--- config.mk ---
export PLATFORM = sky130hd
export DESIGN_NAME = scvbi_regs
export DESIGN_NICKNAME = d
export VERILOG_FILES = /design/src/scvbi_regs.v /design/src/scvbi_serial_port.v
export VERILOG_INCLUDE_DIRS = /design/src /design/src/shared
export SDC_FILE = /design/constraint.sdc
export NUM_CORES = 1
export LEC_CHECK = 0
export ABC_AREA = 0
export BUFFER_PORTS_ARGS = -buffer_cell sky130_fd_sc_hd__buf_4
export CAP_MARGIN = 25
export CORE_MARGIN = 4
export CORE_UTILIZATION = 25
export CTS_BUF_LIST = sky130_fd_sc_hd__clkbuf_4 sky130_fd_sc_hd__clkbuf_8
export CTS_CLUSTER_DIAMETER = 80
export DETAILED_ROUTE_END_ITERATION = 10
export GPL_ROUTABILITY_DRIVEN = 0
export GPL_TIMING_DRIVEN = 0
export PLACE_DENSITY = 0.52
export SETUP_SLACK_MARGIN = 0.15
export SLEW_MARGIN = 25
export SYNTH_ARGS = -nofsm -noshare
export SYNTH_HDL_FRONTEND = slang
export SYNTH_SLANG_ARGS = --single-unit
--- constraint.sdc ---
create_clock -name clk -period 3.1 [get_ports clk]
set_input_delay 0.155 -clock clk [delete_from_list [all_inputs] [get_ports clk]]
set_output_delay 0.155 -clock clk [all_outputs]
set_load 0.05 [all_outputs]
--- src/shared/scvbi_defines.vh ---
// Constants for the subcarrier, caption and blanking-line register block.
// Assumes one system clock and a two-wire serial host port in front of the registers.
//
// What this block does
// Software writes round(2^32 * line subcarrier cycles / line 27 MHz clocks) as tuning word.
// Four consecutive byte registers hold the 32-bit tuning word, lowest byte first.
// The low tuning byte resets to 16 hex and software should rewrite it as 1F hex for NTSC.
// For NTSC software programs 227.5 over 1716 as bytes 1F, 7C, F0, 21 from low to high.
// A byte-wide phase register shifts the subcarrier phase by 1.41 degrees per unit.
// Software leaves the phase register at zero for normal operation.
// Two byte registers hold the even-field caption data and feed even-field caption insertion.
// Two byte registers hold the odd-field caption data and feed odd-field caption insertion.
// Four byte registers hold one bit per blanking line per field, meaning set by the standard.
// In NTSC a set line bit removes the pedestal on that line and a clear bit keeps it.
// In PAL a set line bit enables teletext on that line and a clear bit keeps it off.
// In the first line register for fields 1 and 3, bits 7 to 0 map to lines 17 to 10.
// The tuning word is accumulated per pixel clock; the phase byte offsets the top byte.
// The per-line pedestal control acts only in NTSC and has no meaning in PAL.

`ifndef SCVBI_DEFINES_VH
`define SCVBI_DEFINES_VH

// Register subaddresses
`define SCVBI_SUB_FREQ0      8'h09
`define SCVBI_SUB_FREQ1      8'h0A
`define SCVBI_SUB_FREQ2      8'h0B
`define SCVBI_SUB_FREQ3      8'h0C
`define SCVBI_SUB_PHASE      8'h0D
`define SCVBI_SUB_CAP_EVEN_L 8'h0E
`define SCVBI_SUB_CAP_EVEN_H 8'h0F
`define SCVBI_SUB_CAP_ODD_L  8'h10
`define SCVBI_SUB_CAP_ODD_H  8'h11
`define SCVBI_SUB_VBI0       8'h12
`define SCVBI_SUB_VBI1       8'h13
`define SCVBI_SUB_VBI2       8'h14
`define SCVBI_SUB_VBI3       8'h15

// Reset values
`define SCVBI_FREQ0_RST      8'h16
`define SCVBI_BYTE_RST       8'h00

// Blanking-line map: mask bit i stands for line FIRST_LINE + i
`define SCVBI_VBI_FIRST_LINE 10'h00A
`define SCVBI_VBI_LINES      16

// Serial host port
`define SCVBI_DEV_ADDR       7'h2A
`define SCVBI_RW_BIT         0

`endif

--- src/scvbi_regs.v ---
// Subcarrier tuning, caption data and blanking-line control registers with their logic.
// Assumes a pixel-rate enable, line number and field flag from the timing generator,
// and the standard select and pedestal bit from the mode registers outside this block.

`include "scvbi_defines.vh"

module scvbi_regs (
    // Clock and reset
    input  wire        clk,
    input  wire        arst_n,
    // Two-wire host pins
    input  wire        scl_in,
    input  wire        sda_in,
    output wire        sda_out,
    output wire        sda_oe,
    // Video timing and mode
    input  wire        pix_en,
    input  wire        pal_mode,
    input  wire        pedestal_enable_bit,
    input  wire        field_odd,
    input  wire [9:0]  line_num,
    // Subcarrier
    output wire [31:0] subcarrier_tuning_word,
    output reg  [7:0]  subcarrier_wave_addr,
    // Captions
    output wire [15:0] even_field_caption_bytes,
    output wire [15:0] odd_field_caption_bytes,
    output reg  [15:0] caption_word,
    // Per-line controls
    output reg         pedestal_on,
    output reg         teletext_line_en
);
    wire [7:0] register_subaddress;
    wire       wr_stb;
    wire [7:0] wr_data;
    reg  [7:0] rd_data;

    reg  [7:0] subcarrier_freq_byte0;
    reg  [7:0] subcarrier_freq_byte1;
    reg  [7:0] subcarrier_freq_byte2;
    reg  [7:0] subcarrier_freq_byte3;
    reg  [7:0] subcarrier_phase_offset;
    reg  [7:0] caption_even_low;
    reg  [7:0] caption_even_high;
    reg  [7:0] caption_odd_low;
    reg  [7:0] caption_odd_high;
    reg  [7:0] vbi_line_ctrl_0;
    reg  [7:0] vbi_line_ctrl_1;
    reg  [7:0] vbi_line_ctrl_2;
    reg  [7:0] vbi_line_ctrl_3;
    reg  [31:0] phase_acc;

    scvbi_serial_port u_port (
        .clk                 (clk),
        .arst_n              (arst_n),
        .scl_in              (scl_in),
        .sda_in              (sda_in),
        .sda_out             (sda_out),
        .sda_oe              (sda_oe),
        .register_subaddress (register_subaddress),
        .wr_stb              (wr_stb),
        .wr_data             (wr_data),
        .rd_data             (rd_data)
    );

    // Register writes; subaddresses outside the block are ignored
    always @(posedge clk or negedge arst_n) begin
        if (!arst_n) begin
            subcarrier_freq_byte0   <= `SCVBI_FREQ0_RST;
            subcarrier_freq_byte1   <= `SCVBI_BYTE_RST;
            subcarrier_freq_byte2   <= `SCVBI_BYTE_RST;
            subcarrier_freq_byte3   <= `SCVBI_BYTE_RST;
            subcarrier_phase_offset <= `SCVBI_BYTE_RST;
            caption_even_low        <= `SCVBI_BYTE_RST;
            caption_even_high       <= `SCVBI_BYTE_RST;
            caption_odd_low         <= `SCVBI_BYTE_RST;
            caption_odd_high        <= `SCVBI_BYTE_RST;
            vbi_line_ctrl_0         <= `SCVBI_BYTE_RST;
            vbi_line_ctrl_1         <= `SCVBI_BYTE_RST;
            vbi_line_ctrl_2         <= `SCVBI_BYTE_RST;
            vbi_line_ctrl_3         <= `SCVBI_BYTE_RST;
        end else if (wr_stb) begin
            case (register_subaddress)
                `SCVBI_SUB_FREQ0:      subcarrier_freq_byte0   <= wr_data;
                `SCVBI_SUB_FREQ1:      subcarrier_freq_byte1   <= wr_data;
                `SCVBI_SUB_FREQ2:      subcarrier_freq_byte2   <= wr_data;
                `SCVBI_SUB_FREQ3:      subcarrier_freq_byte3   <= wr_data;
                `SCVBI_SUB_PHASE:      subcarrier_phase_offset <= wr_data;
                `SCVBI_SUB_CAP_EVEN_L: caption_even_low        <= wr_data;
                `SCVBI_SUB_CAP_EVEN_H: caption_even_high       <= wr_data;
                `SCVBI_SUB_CAP_ODD_L:  caption_odd_low         <= wr_data;
                `SCVBI_SUB_CAP_ODD_H:  caption_odd_high        <= wr_data;
                `SCVBI_SUB_VBI0:       vbi_line_ctrl_0         <= wr_data;
                `SCVBI_SUB_VBI1:       vbi_line_ctrl_1         <= wr_data;
                `SCVBI_SUB_VBI2:       vbi_line_ctrl_2         <= wr_data;
                `SCVBI_SUB_VBI3:       vbi_line_ctrl_3         <= wr_data;
                default: begin
                end
            endcase
        end
    end

    // Readback; unmapped subaddresses read as zero
    always @* begin
        case (register_subaddress)
            `SCVBI_SUB_FREQ0:      rd_data = subcarrier_freq_byte0;
            `SCVBI_SUB_FREQ1:      rd_data = subcarrier_freq_byte1;
            `SCVBI_SUB_FREQ2:      rd_data = subcarrier_freq_byte2;
            `SCVBI_SUB_FREQ3:      rd_data = subcarrier_freq_byte3;
            `SCVBI_SUB_PHASE:      rd_data = subcarrier_phase_offset;
            `SCVBI_SUB_CAP_EVEN_L: rd_data = caption_even_low;
            `SCVBI_SUB_CAP_EVEN_H: rd_data = caption_even_high;
            `SCVBI_SUB_CAP_ODD_L:  rd_data = caption_odd_low;
            `SCVBI_SUB_CAP_ODD_H:  rd_data = caption_odd_high;
            `SCVBI_SUB_VBI0:       rd_data = vbi_line_ctrl_0;
            `SCVBI_SUB_VBI1:       rd_data = vbi_line_ctrl_1;
            `SCVBI_SUB_VBI2:       rd_data = vbi_line_ctrl_2;
            `SCVBI_SUB_VBI3:       rd_data = vbi_line_ctrl_3;
            default:               rd_data = 8'h00;
        endcase
    end

    // Low byte at the lowest subaddress
    assign subcarrier_tuning_word = {subcarrier_freq_byte3, subcarrier_freq_byte2,
                                     subcarrier_freq_byte1, subcarrier_freq_byte0};

    // Direct digital synthesis of the subcarrier; the phase byte is a 360/256 degree step
    always @(posedge clk or negedge arst_n) begin
        if (!arst_n) begin
            phase_acc            <= 32'h0000_0000;
            subcarrier_wave_addr <= 8'h00;
        end else if (pix_en) begin
            phase_acc            <= phase_acc + subcarrier_tuning_word;
            subcarrier_wave_addr <= phase_acc[31:24] + subcarrier_phase_offset;
        end
    end

    assign even_field_caption_bytes = {caption_even_high, caption_even_low};
    assign odd_field_caption_bytes  = {caption_odd_high, caption_odd_low};

    // Odd fields use registers 0 and 1, even fields 2 and 3; bit i is line 10 + i
    wire [15:0] odd_line_mask  = {vbi_line_ctrl_1, vbi_line_ctrl_0};
    wire [15:0] even_line_mask = {vbi_line_ctrl_3, vbi_line_ctrl_2};
    wire [15:0] odd_pedestal_line_mask  = odd_line_mask;
    wire [15:0] even_pedestal_line_mask = even_line_mask;
    wire [15:0] odd_teletext_line_mask  = odd_line_mask;
    wire [15:0] even_teletext_line_mask = even_line_mask;

    wire [15:0] line_hit;
    genvar gi;
    generate
        for (gi = 0; gi < `SCVBI_VBI_LINES; gi = gi + 1) begin : g_line
            localparam [31:0] LINE_OFS = gi;
            assign line_hit[gi] = (line_num == (`SCVBI_VBI_FIRST_LINE + LINE_OFS[9:0]));
        end
    endgenerate

    wire ped_bit = |(line_hit & (field_odd ? odd_pedestal_line_mask
                                           : even_pedestal_line_mask));
    wire ttx_bit = |(line_hit & (field_odd ? odd_teletext_line_mask
                                           : even_teletext_line_mask));

    // Registered video-side controls, valid one clock after line or field changes
    always @(posedge clk or negedge arst_n) begin
        if (!arst_n) begin
            pedestal_on      <= 1'b0;
            teletext_line_en <= 1'b0;
            caption_word     <= 16'h0000;
        end else begin
            // Pedestal only exists in NTSC; the mask is ignored in PAL
            pedestal_on      <= ~pal_mode & pedestal_enable_bit & ~ped_bit;
            teletext_line_en <= pal_mode & ttx_bit;
            caption_word     <= field_odd ? odd_field_caption_bytes
                                          : even_field_caption_bytes;
        end
    end
endmodule // scvbi_regs

--- src/scvbi_serial_port.v ---
// Two-wire serial host port slave: subaddress pointer, auto-increment, byte writes and reads.
// Assumes scl and sda inputs are already synchronous to clk and far slower than clk.

`include "scvbi_defines.vh"

module scvbi_serial_port (
    // Clock and reset
    input  wire       clk,
    input  wire       arst_n,
    // Two-wire pins
    input  wire       scl_in,
    input  wire       sda_in,
    output wire       sda_out,
    output reg        sda_oe,
    // Register side
    output reg  [7:0] register_subaddress,
    output reg        wr_stb,
    output reg  [7:0] wr_data,
    input  wire [7:0] rd_data
);
    localparam [2:0] ST_IDLE  = 3'h0;
    localparam [2:0] ST_ADDR  = 3'h1;
    localparam [2:0] ST_ACK_A = 3'h2;
    localparam [2:0] ST_RECV  = 3'h3;
    localparam [2:0] ST_ACK_W = 3'h4;
    localparam [2:0] ST_RDATA = 3'h5;
    localparam [2:0] ST_RACK  = 3'h6;

    reg  [2:0] state;
    reg  [3:0] bitcnt;
    reg  [7:0] shreg;
    reg        rw;
    reg        got_sub;
    reg        scl_q;
    reg        sda_q;

    wire scl_rise = scl_in & ~scl_q;
    wire scl_fall = ~scl_in & scl_q;
    wire start_c  = scl_in & scl_q & sda_q & ~sda_in;
    wire stop_c   = scl_in & scl_q & ~sda_q & sda_in;

    // Open-drain: only ever pulls low
    assign sda_out = 1'b0;

    always @(posedge clk or negedge arst_n) begin
        if (!arst_n) begin
            state               <= ST_IDLE;
            bitcnt              <= 4'h0;
            shreg               <= 8'h00;
            rw                  <= 1'b0;
            got_sub             <= 1'b0;
            scl_q               <= 1'b1;
            sda_q               <= 1'b1;
            sda_oe              <= 1'b0;
            register_subaddress <= 8'h00;
            wr_stb              <= 1'b0;
            wr_data             <= 8'h00;
        end else begin
            scl_q  <= scl_in;
            sda_q  <= sda_in;
            wr_stb <= 1'b0;
            if (start_c) begin
                state  <= ST_ADDR;
                bitcnt <= 4'h0;
                sda_oe <= 1'b0;
            end else if (stop_c) begin
                state  <= ST_IDLE;
                sda_oe <= 1'b0;
            end else begin
                case (state)
                    ST_ADDR, ST_RECV: begin
                        if (scl_rise && bitcnt != 4'h8) begin
                            shreg  <= {shreg[6:0], sda_in};
                            bitcnt <= bitcnt + 4'h1;
                        end else if (scl_fall && bitcnt == 4'h8) begin
                            bitcnt <= 4'h0;
                            if (state == ST_ADDR) begin
                                if (shreg[7:1] == `SCVBI_DEV_ADDR) begin
                                    sda_oe <= 1'b1;
                                    rw     <= shreg[`SCVBI_RW_BIT];
                                    state  <= ST_ACK_A;
                                end else begin
                                    state <= ST_IDLE;
                                end
                            end else begin
                                sda_oe <= 1'b1;
                                state  <= ST_ACK_W;
                                if (!got_sub) begin
                                    register_subaddress <= shreg;
                                    got_sub             <= 1'b1;
                                end else begin
                                    wr_stb  <= 1'b1;
                                    wr_data <= shreg;
                                end
                            end
                        end
                    end
                    ST_ACK_A: begin
                        if (scl_fall) begin
                            if (rw) begin
                                shreg  <= rd_data;
                                sda_oe <= ~rd_data[7];
                                state  <= ST_RDATA;
                            end else begin
                                sda_oe  <= 1'b0;
                                got_sub <= 1'b0;
                                state   <= ST_RECV;
                            end
                        end
                    end
                    ST_ACK_W: begin
                        // Step the pointer after the strobe so the write used the old one
                        if (wr_stb) begin
                            register_subaddress <= register_subaddress + 8'h01;
                        end
                        if (scl_fall) begin
                            sda_oe <= 1'b0;
                            state  <= ST_RECV;
                        end
                    end
                    ST_RDATA: begin
                        if (scl_fall) begin
                            if (bitcnt == 4'h7) begin
                                sda_oe              <= 1'b0;
                                register_subaddress <= register_subaddress + 8'h01;
                                state               <= ST_RACK;
                            end else begin
                                bitcnt <= bitcnt + 4'h1;
                                sda_oe <= ~shreg[6];
                                shreg  <= {shreg[6:0], 1'b0};
                            end
                        end
                    end
                    ST_RACK: begin
                        // A high ninth bit from the master ends the read
                        if (scl_rise && sda_in) begin
                            state <= ST_IDLE;
                        end else if (scl_fall) begin
                            bitcnt <= 4'h0;
                            shreg  <= rd_data;
                            sda_oe <= ~rd_data[7];
                            state  <= ST_RDATA;
                        end
                    end
                    default: begin
                        sda_oe <= 1'b0;
                    end
                endcase
            end
        end
    end
endmodule // scvbi_serial_port
Word-level counts from Yosys, hierarchy flattened
Cells that the tools add are included.

Bits in registers: 199. Bits of input ports: 18. Output and inout port bits: 92. Word-level logic and storage cells: 225.

Add/subtract/negate cells: 4. Equal/unequal tests: 69. Mux-type cells: 69. Bitwise operators: 23. Reduce and logical (&&, ||, !) cells: 31.

Operator list (number): 8-bit two-way mux (14); 8-bit one-hot mux with 13 select lines (1); 10-bit by 5-bit equality test with 1-bit output, second input constant (10); 10-bit by 4-bit equality test with 1-bit output, second input constant (6); 8-bit by 4-bit equality test with 1-bit output, second input constant (7); 8-bit by 5-bit equality test with 1-bit output, second input constant (6); 3-bit two-way mux (12); 32-bit adder (1); 16-bit two-way mux (2); 4-bit two-way mux (8); 8-bit one-hot mux with 4 select lines (1); 4-bit by 1-bit inequality test with 1-bit output, second input constant (7); 2-bit AND reduction (13); 1-bit two-way mux (25); 8-bit one-hot mux with 3 select lines (1); 8-bit AND reduction (3); 7-bit AND reduction (3); 10-bit AND reduction (2); 2-bit by 1-bit inequality test with 1-bit output, second input constant (9); 16-bit bitwise AND (1); 16-bit OR reduction (1); 3-bit one-hot mux with 5 select lines (1); 2-bit inequality test, second input constant (6); 1-bit inverter (12); other kinds (26) (44).

Longest topological paths before layout
Gate-level depths: netlist of run 1.

Depth after elaboration: 8. Mapped depth: 12.

Cells and area by module
Synthesis of run 1 repeated with hierarchy kept, for this count alone.

Cells, all modules: 1042. Area, all modules: 11568.6 um2.

Modules (own cells, without submodules): scvbi_regs (instances 1, cells each 808, area each 9232.6 um2, seq. area each 4057.6 um2); scvbi_serial_port (instances 1, cells each 234, area each 2336.0 um2, seq. area each 928.4 um2).

Worst setup path after synthesis of run 1
No wires, ideal clock.

Path type: reg-to-reg. From: reg subcarrier_freq_byte0[0]. To: reg phase_acc[28]. Arrival: 2.804 ns. Slack: 0.180 ns. Cell stages (with the launch flop): 13. Path through: dfrtp_1 > ha_1 > inv_1 > fa_1 > nor2b_4 > o2111ai_2 > nand3_2 > a21o_1 > o21a_1 > o2111ai_1 > a2111oi_0 > o21ai_0 > o311ai_0.

Cells in the longest elaborated chain, start to end: 1.

Ends and longest elaborated chain: from (decl) (RTL line scvbi_regs.v:38) `reg [7:0] subcarrier_freq_byte0;`; from (signal assigned) (RTL line scvbi_regs.v:69) `` subcarrier_freq_byte0 <= `SCVBI_FREQ0_RST; ``; from (signal assigned) (RTL line scvbi_regs.v:84) `` `SCVBI_SUB_FREQ0: subcarrier_freq_byte0 <= wr_data; ``; 32-bit adder (RTL line scvbi_regs.v:133) `phase_acc <= phase_acc + subcarrier_tuning_word;`; to (signal assigned) (RTL line scvbi_regs.v:133); to (decl) (RTL line scvbi_regs.v:51) `reg [31:0] phase_acc;`.

No other way between the ends. A chain may end at the register's enable or synchronous reset.

Worst setup path after layout of run 1
From: reg u_port.register_subaddress[2]. To: reg caption_even_low[1].

Cells in the longest elaborated chain, start to end: 2.

Ends and longest elaborated chain: from (decl) (RTL line scvbi_serial_port.v:16) `output reg [7:0] register_subaddress,`; from (signal assigned) (RTL line scvbi_serial_port.v:89) `register_subaddress <= shreg;`; from (signal assigned) (RTL line scvbi_serial_port.v:114) `register_subaddress <= register_subaddress + 8'h01;`; from (signal assigned) (RTL line scvbi_serial_port.v:125) `register_subaddress <= register_subaddress + 8'h01;`; 8-bit by 4-bit equality test with 1-bit output (RTL line scvbi_regs.v:83) `case (register_subaddress)`; 2-bit AND reduction (no line); to (signal assigned) (RTL line scvbi_regs.v:74) `` caption_even_low <= `SCVBI_BYTE_RST; ``; to (signal assigned) (RTL line scvbi_regs.v:89) `` `SCVBI_SUB_CAP_EVEN_L: caption_even_low <= wr_data; ``; to (decl) (RTL line scvbi_regs.v:43) `reg [7:0] caption_even_low;`.

No other way between the ends.

==> results of run 1 <==
## per-layer routing
metal	vias to the layer above	track usage
met4	0	0.0461
li1	4053	-
met3	49	0.0325
met5	-	0
met2	258	0.253
met1	4520	0.207
## cell usage after synthesis (3+ instances only)
cell,count
sky130_fd_sc_hd__nand4_1,10
sky130_fd_sc_hd__a211oi_1,6
sky130_fd_sc_hd__a21o_1,17
sky130_fd_sc_hd__inv_1,27
sky130_fd_sc_hd__o311ai_0,3
sky130_fd_sc_hd__a31oi_1,12
sky130_fd_sc_hd__o22ai_1,8
sky130_fd_sc_hd__nor4_2,3
sky130_fd_sc_hd__buf_2,7
sky130_fd_sc_hd__a22o_1,3
sky130_fd_sc_hd__o31ai_1,7
sky130_fd_sc_hd__nor2_1,55
sky130_fd_sc_hd__a221o_1,5
sky130_fd_sc_hd__mux2i_1,8
sky130_fd_sc_hd__nand3_1,24
sky130_fd_sc_hd__ha_1,45
sky130_fd_sc_hd__and3_1,8
sky130_fd_sc_hd__xnor2_1,27
sky130_fd_sc_hd__o21bai_1,5
sky130_fd_sc_hd__nand3b_1,6
sky130_fd_sc_hd__a222oi_1,15
sky130_fd_sc_hd__a21oi_2,3
sky130_fd_sc_hd__dfstp_2,5
sky130_fd_sc_hd__nor3_1,12
sky130_fd_sc_hd__dfrtp_1,194
sky130_fd_sc_hd__nor2b_1,6
sky130_fd_sc_hd__xor2_1,9
sky130_fd_sc_hd__a21oi_1,64
sky130_fd_sc_hd__o21a_1,7
sky130_fd_sc_hd__clkbuf_1,40
sky130_fd_sc_hd__a221oi_1,3
sky130_fd_sc_hd__or3_1,3
sky130_fd_sc_hd__buf_1,4
sky130_fd_sc_hd__o21ai_1,3
sky130_fd_sc_hd__o211ai_1,5
sky130_fd_sc_hd__mux4_2,7
sky130_fd_sc_hd__o21ai_0,47
sky130_fd_sc_hd__nand2b_1,4
sky130_fd_sc_hd__and2_1,5
sky130_fd_sc_hd__a22oi_1,18
sky130_fd_sc_hd__nand2_1,58
sky130_fd_sc_hd__mux2_2,163
sky130_fd_sc_hd__nor3b_1,3
## worst reg2reg max path: cells and delay by family (launching register included)
| kind | cells | cell delay (ns) |
|---|---|---|
| buffers and inverters | 3 | 1.26 |
| flip-flops | 1 | 0.34 |
| multiplexers | 1 | 0.49 |
| AND/OR/NAND/NOR | 1 | 0.67 |
## worst max-delay path by stage
stage | to | slack (ns) | depth (start not counted)
floorplan | phase_acc[28]$_DFFE_PN0P_ | 0.18 | 12
global placement | caption_odd_high[0]$_DFFE_PN0P_ | -0.44 | 6
detailed placement | phase_acc[28]$_DFFE_PN0P_ | -0.11 | 12
CTS | phase_acc[28]$_DFFE_PN0P_ | 0.04 | 12
global route | phase_acc[29]$_DFFE_PN0P_ | 0.14 | 10
finish | caption_even_low[1]$_DFFE_PN0P_ | 0.23 | 5
## report_power, final
| part | total, uW | internal (uW) | switching, uW |
|---|---|---|---|
| sequential | 2740 | 2650 | 85.0 |
| clock | 1900 | 765 | 1130 |
| combinational | 357 | 142 | 215 |
## cells by family (layout without fill, tap and decap cells)
kind of cell    after synthesis  in the layout  share of synthesized area
flops                       199            199                      0.447
simple gates                213            213                     0.0965
compound gates              255            255                      0.157
xor+xnor                     36             36                     0.0282
mux                         179            179                      0.187
fa+ha+maj                    47             47                     0.0540
buf+inv                      82            231                     0.0301
other cells                   1              1                   0.000336
## cell type report
type	instances	area, um^2
tap	592	741
multi-input combinational	731	5900
inverter	27	101
sequential	199	4990
fill	4614	30900
buffer	55	245
timing repair buffer	117	950
clock inverter	15	199
clock buffer	17	234
## through the flow
stage	setup TNS, ns	total power, uW	cell area [um^2]	worst slack (ns)
global placement	-3.60	3130	12700	-0.439
floorplan	0	2960	11200	0.180
detailed placement	-0.106	3140	12800	-0.106
global route	0	5220	13400	0.144
CTS	0	5070	13300	0.0392
finish	0	4990	13400	0.226
## placed cells by master (no fill, tap or decap), types with 6 or more instances in the layout
cell,n
sky130_fd_sc_hd__mux2i_1,8
sky130_fd_sc_hd__nand3_1,24
sky130_fd_sc_hd__o31ai_1,7
sky130_fd_sc_hd__inv_1,27
sky130_fd_sc_hd__o22ai_1,8
sky130_fd_sc_hd__o21ai_0,45
sky130_fd_sc_hd__dfrtp_1,193
sky130_fd_sc_hd__a222oi_1,15
sky130_fd_sc_hd__nor3_1,12
sky130_fd_sc_hd__buf_4,107
sky130_fd_sc_hd__a21oi_1,62
sky130_fd_sc_hd__mux2_2,163
sky130_fd_sc_hd__xnor2_1,27
sky130_fd_sc_hd__nand2_1,58
sky130_fd_sc_hd__clkbuf_8,17
sky130_fd_sc_hd__clkbuf_2,8
sky130_fd_sc_hd__nand3b_1,6
sky130_fd_sc_hd__a22oi_1,18
sky130_fd_sc_hd__and3_1,8
sky130_fd_sc_hd__dlygate4sd3_1,8
sky130_fd_sc_hd__a31oi_1,12
sky130_fd_sc_hd__nor2_1,55
sky130_fd_sc_hd__xor2_1,9
sky130_fd_sc_hd__o21a_1,7
sky130_fd_sc_hd__mux4_2,7
sky130_fd_sc_hd__a21o_1,17
sky130_fd_sc_hd__a211oi_1,6
sky130_fd_sc_hd__buf_2,7
sky130_fd_sc_hd__ha_1,45
sky130_fd_sc_hd__nor2b_1,6
sky130_fd_sc_hd__clkbuf_1,33
sky130_fd_sc_hd__nand4_1,10
## what timing repair did
item	in CTS	in global routing
hold buffers	8	0
endpoints found under the hold margin	206	0
pin swaps	0	1
setup buffers	0	1
setup endpoints to repair	31	41
gates resized for setup	8	19
==> run metrics, run 1 <==
cell row count 77; data required time of the critical path 3.54 ns; DRC violation count after routing 0; detailed placement HPWL 27.8 mm; status complete, no violations; all-layer global routing usage 0.155; number of CTS-inserted buffers 17; number of flip-flops under the largest register name 32; top-level I/O count 110; headroom to the max-slew limit 0.407; kind of end point of the critical path register; share of the synthesized area in the top cell type 0.435; Synth Cell Area 11200 um^2; DR vias 8880; average cell area after synthesis 11.0 um^2; area of the core 44200 um^2; width of the chip 219 um; final cell count without fillers 1753; share of flip-flops with an asynchronous set or reset after synthesis 1.00; starting density of the core 0.252; synthesis-stage register bit count 199; largest registers phase_acc: 32 flops, caption_word: 16 flops; Layout Utilization 0.302; wire length of the first global-routing pass 56.3 mm; leading area contributor after synthesis sky130_fd_sc_hd__dfrtp_1; cell leakage power 0.00628 uW; delay of the slowest cell on the worst path 0.67 ns; vias in the first global route 8938; wire length on met1 16.1 mm; metal2 WL 17.9 mm; antenna cells 0; clock transition at the registers of the reported paths 0.11 ns; die extent in y 219 um; post-route minimum period 2.87 ns; kind of cell adding the most delay to the critical path buffers and inverters; Synth Instances 1012; clock tree from TritonCTS done; part of the Yosys area used for sequential elements 0.447; insertion delay of the later-clocked pin in the worst-skew pair 0.55 ns; final global-route overflow total 0; Final Hold Viols 0; first drt pass iteration count 6; root buf cell sky130_fd_sc_hd__clkbuf_8; maximum count of clock buffers along a single path 2; Critical Path Fanout Max 10; number of violations reported at the end of detailed-routing iteration 0 745; Max Cap Viol 0; fraction of layout instances using a drive strength above 1 0.312; Synth warnings 0; R2R Path End caption_even_low[1]$_DFFE_PN0P_; average wire per cell in the routed design 21.1 um; pin count of the biggest net entering global routing 88; cell with the largest stage delay on the worst path sky130_fd_sc_hd__nand4_1; ratio of total power to cell area 373 nW/um^2; post-layout net count 1213; maximum achievable frequency 0.348 GHz; Placed Cells 1712; launching element of the worst setup path u_port.register_subaddress[2]$_DFFE_PN0P_; routed vias/inst 5.07; number of library cell types mapped by synthesis 82; clk_skew 0.0205 ns; setup repair after global routing missed its margin false; port buffer count 105; sum of met3 wire segment lengths after detailed routing 2.04 mm; Clock Sinks 199; type of origin of the critical path register; total of endpoints with negative setup slack in the final report 0; highest metal layer with signal wires met4; final clock period utilization by the worst path 0.927; full die area 48100 um^2; Most used DFF post-synth sky130_fd_sc_hd__dfrtp_1; number of nets produced by synthesis 1077; launching point of the worst reg2reg path u_port.register_subaddress[2]$_DFFE_PN0P_; CP Data Arrival Time 3.31 ns; number of synthesized flops with an enable pin 0; top area cells in the synthesized netlist sky130_fd_sc_hd__dfrtp_1, sky130_fd_sc_hd__mux2_2, sky130_fd_sc_hd__ha_1; Clock H-tree levels 4; type of the worst min-delay path input pin to asynchronous set/reset pin; initial antenna violation count 0; worst setup slack for register-to-register paths 0.23 ns; Synth-to-Final Area Change 19.7%; cell repeated most along the worst path sky130_fd_sc_hd__clkbuf_1; worst hold slack across all endpoints 0.0546 ns; worst-path cell chain clkbuf_1, clkbuf_1, clkbuf_1, nand4_1, mux2_2; register with the most flip-flops phase_acc; Routed Wire Length 37.0 mm; kind of critical path register to register; cell count of the worst reg-to-reg path 5; Final Slew Violations 0; Detail Route Antenna Nets 0; VDD IR-drop max 289 uV; buffering stage count on the worst path with inverters included 3; transition time of the tightest slew-check pin 0.889 ns
Power figures use the tool's default switching activity.
==> run 2, diff against run 1 <==
- GPL_TIMING_DRIVEN: 0 -> not set
- clock period: 3.1 -> 3.4 ns (I/O delays scaled with it)
==> run 2 against run 1 <==
Flip-flop and latch count unchanged. Fmax fell by 0.28%. Via count fell by 1.1%. Routed wire length decreased by 1.8%. Register-to-register slack improved by 0.29 ns. Utilization is 0.45 points lower. Non-clock buffer count is 35 lower. Clock skew is 0.0015 ns higher. Critical path depth up 7. Worst hold slack worse by 0.0098 ns. Count of clock-buffer cells in the layout up 1. Highest routed layer unchanged.
==> run metrics, run 2 (synthesis gave the netlist of run 1 again) <==
status complete, no violations; Final Slew Violations 0 (unchanged); Synth-to-Final Area Change 17.9%; Critical Path Fanout Max 4 (-6); placed instance area 12700 um^2 (-0.81%); top-level I/O count 110 (unchanged); all-layer global routing usage 0.152 (-0.00343); maximum count of clock buffers along a single path 2 (unchanged); Hold Crit Depth 4; pin count of the biggest net entering global routing 97 (+10%); Post-CTS Repair Setup Buffers 0 (unchanged); Max Cap Viol 0 (unchanged); final-layout setup total negative slack 0 ns (unchanged); cell leakage power 0.00622 uW (-1.1%); insertion delay of the later-clocked pin in the worst-skew pair 0.51 ns (-0.04 ns); ratio of total power to cell area 342 nW/um^2 (-8.4%); setup repair after global routing missed its margin false; start point of the worst hold path line_num[9]; final clock period utilization by the worst path 0.848 (-0.0794); transition time of the tightest slew-check pin 0.889 ns (+0.000114 ns); full die area 48100 um^2 (unchanged); data required time of the critical path 3.80 ns (+0.26 ns); kind of critical path register to register; routed vias/inst 5.11 (+0.89%); vias in the first global route 8745 (-2.2%); port buffer count 108 (+2.9%); clk_skew 0.0220 ns (+0.00147 ns); total of endpoints with negative setup slack in the final report 0 (unchanged); cell count of the worst reg-to-reg path 12 (+7); leading cell types in the layout, fill and taps excluded sky130_fd_sc_hd__dfrtp_1, sky130_fd_sc_hd__mux2_2, sky130_fd_sc_hd__buf_4, sky130_fd_sc_hd__a21oi_1, sky130_fd_sc_hd__nand2_1; area of the core 44200 um^2 (unchanged); worst setup slack for register-to-register paths 0.52 ns (+0.29 ns); maximum achievable frequency 0.347 GHz (-0.28%); cell row count 77 (unchanged); first drt pass iteration count 6 (unchanged); CP Data Arrival Time 3.28 ns (-0.03 ns); average wire per cell in the routed design 21.1 um (+0.15%); post-layout net count 1178 (-2.9%); width of the chip 219 um (unchanged); largest registers phase_acc: 32 flops, caption_word: 16 flops; root buf cell sky130_fd_sc_hd__clkbuf_8; most common library cell in the layout ignoring fill and taps sky130_fd_sc_hd__dfrtp_1; VDD IR-drop max 225 uV (-22%); clock tree from TritonCTS done; number of flip-flops under the largest register name 32 (unchanged); die extent in y 219 um (unchanged); fraction of layout instances using a drive strength above 1 0.319 (+0.00703); initial antenna violation count 0 (unchanged); antenna cells 0 (unchanged); post-layout instance area 13200 um^2 (-1.5%); Detail Route Antenna Nets 0 (unchanged); DR vias 8780 (-1.1%); kind of end point of the critical path register; Clock Sinks 199 (unchanged); Final Hold Viols 0 (unchanged); type of the worst min-delay path input pin to register; post-route minimum period 2.88 ns (+0.00819 ns); headroom to the max-slew limit 0.407 (about the same); Routed Wire Length 36.3 mm (-1.8%); type of origin of the critical path register; final global-route overflow total 0 (unchanged); detailed placement HPWL 26.6 mm (-4.3%); clock transition at the registers of the reported paths 0.12 ns (about the same); Clock H-tree levels 4 (unchanged); number of CTS-inserted buffers 17 (unchanged); DRC violation count after routing 0 (unchanged); filler cell count 4577 (-0.80%); number of violations reported at the end of detailed-routing iteration 0 775 (+4.0%); R2R Path End phase_acc[28]$_DFFE_PN0P_; wire length of the first global-routing pass 55.5 mm (-1.4%); starting density of the core 0.252 (unchanged); launching point of the worst reg2reg path subcarrier_freq_byte0[0]$_DFFE_PN0P_; register with the most flip-flops phase_acc; worst hold path endpoint teletext_line_en$_DFF_PN0_
## run 2: worst max-delay path by stage
stage	from	to	cells after the start
after floorplan	subcarrier_freq_byte0[0]$_DFFE_PN0P_	phase_acc[28]$_DFFE_PN0P_	12
after global placement	subcarrier_freq_byte0[1]$_DFFE_PN1P_	phase_acc[28]$_DFFE_PN0P_	11
after CTS	subcarrier_freq_byte0[1]$_DFFE_PN1P_	phase_acc[28]$_DFFE_PN0P_	11
after global routing	subcarrier_freq_byte0[1]$_DFFE_PN1P_	phase_acc[28]$_DFFE_PN0P_	11
final	subcarrier_freq_byte0[0]$_DFFE_PN0P_	phase_acc[28]$_DFFE_PN0P_	12
after detailed placement	subcarrier_freq_byte0[1]$_DFFE_PN1P_	phase_acc[28]$_DFFE_PN0P_	11
## run 2: through the flow
stage                     cells  utilization  hold WS [ns]  power [uW]  setup slack (ns)
final                      1718        0.298        0.0448        4500             0.518
after global routing       1718        0.298        0.0450        4690             0.236
after CTS                  1718        0.298       0.00236        4560             0.462
after detailed placement   1680        0.287         0.329        2850             0.482
after global placement     1680        0.287         0.324        2840             0.471
after floorplan            1012            -        -0.126        2700             0.480
## run 2: per-layer routing
layer,track usage,vias to the layer above,part of all wire
li1,-,3967,-
met1,0.200,4475,0.44
met2,0.243,278,0.47
met3,0.0328,60,0.057
met4,0.0594,0,0.034
met5,0,-,0
## run 2: timing repair
item | 4_1_cts | 5_1_grt
endpoints found under the hold margin | 95 | 0
resized for setup | 0 | 1
endpoints found under the setup margin | 0 | 1
hold buffers | 6 | 0
## run 2: layout make-up
type / count / area (um^2) / area share
repair buffers: 137 / 1060 / 0.0807
multi-input cells: 731 / 5840 / 0.444
clock buffers: 18 / 241 / 0.0183
clock inverters: 14 / 188 / 0.0143
flip-flops and latches: 199 / 4990 / 0.379
inverters: 27 / 101 / 0.00770
well taps: 592 / 741 / 0.0563
## run 2: report_power, final
| part | internal [uW] | switching (uW) |
|---|---|---|
| registers | 2420 | 77.1 |
| logic | 123 | 189 |
| clock network | 697 | 997 |
| total | 3240 | 1260 |
## run 2: critical path, stage by stage, from the launching register on
cell,delay [ns]
sky130_fd_sc_hd__dfrtp_1,0.41
sky130_fd_sc_hd__ha_1,0.22
sky130_fd_sc_hd__inv_1,0.07
sky130_fd_sc_hd__fa_1,0.44
sky130_fd_sc_hd__nor2b_4,0.15
sky130_fd_sc_hd__o2111ai_2,0.11
sky130_fd_sc_hd__nand3_2,0.13
sky130_fd_sc_hd__a21o_1,0.19
sky130_fd_sc_hd__o21a_1,0.15
sky130_fd_sc_hd__o2111ai_1,0.17
sky130_fd_sc_hd__a2111oi_1,0.50
sky130_fd_sc_hd__o21ai_0,0.13
sky130_fd_sc_hd__o311ai_0,0.11
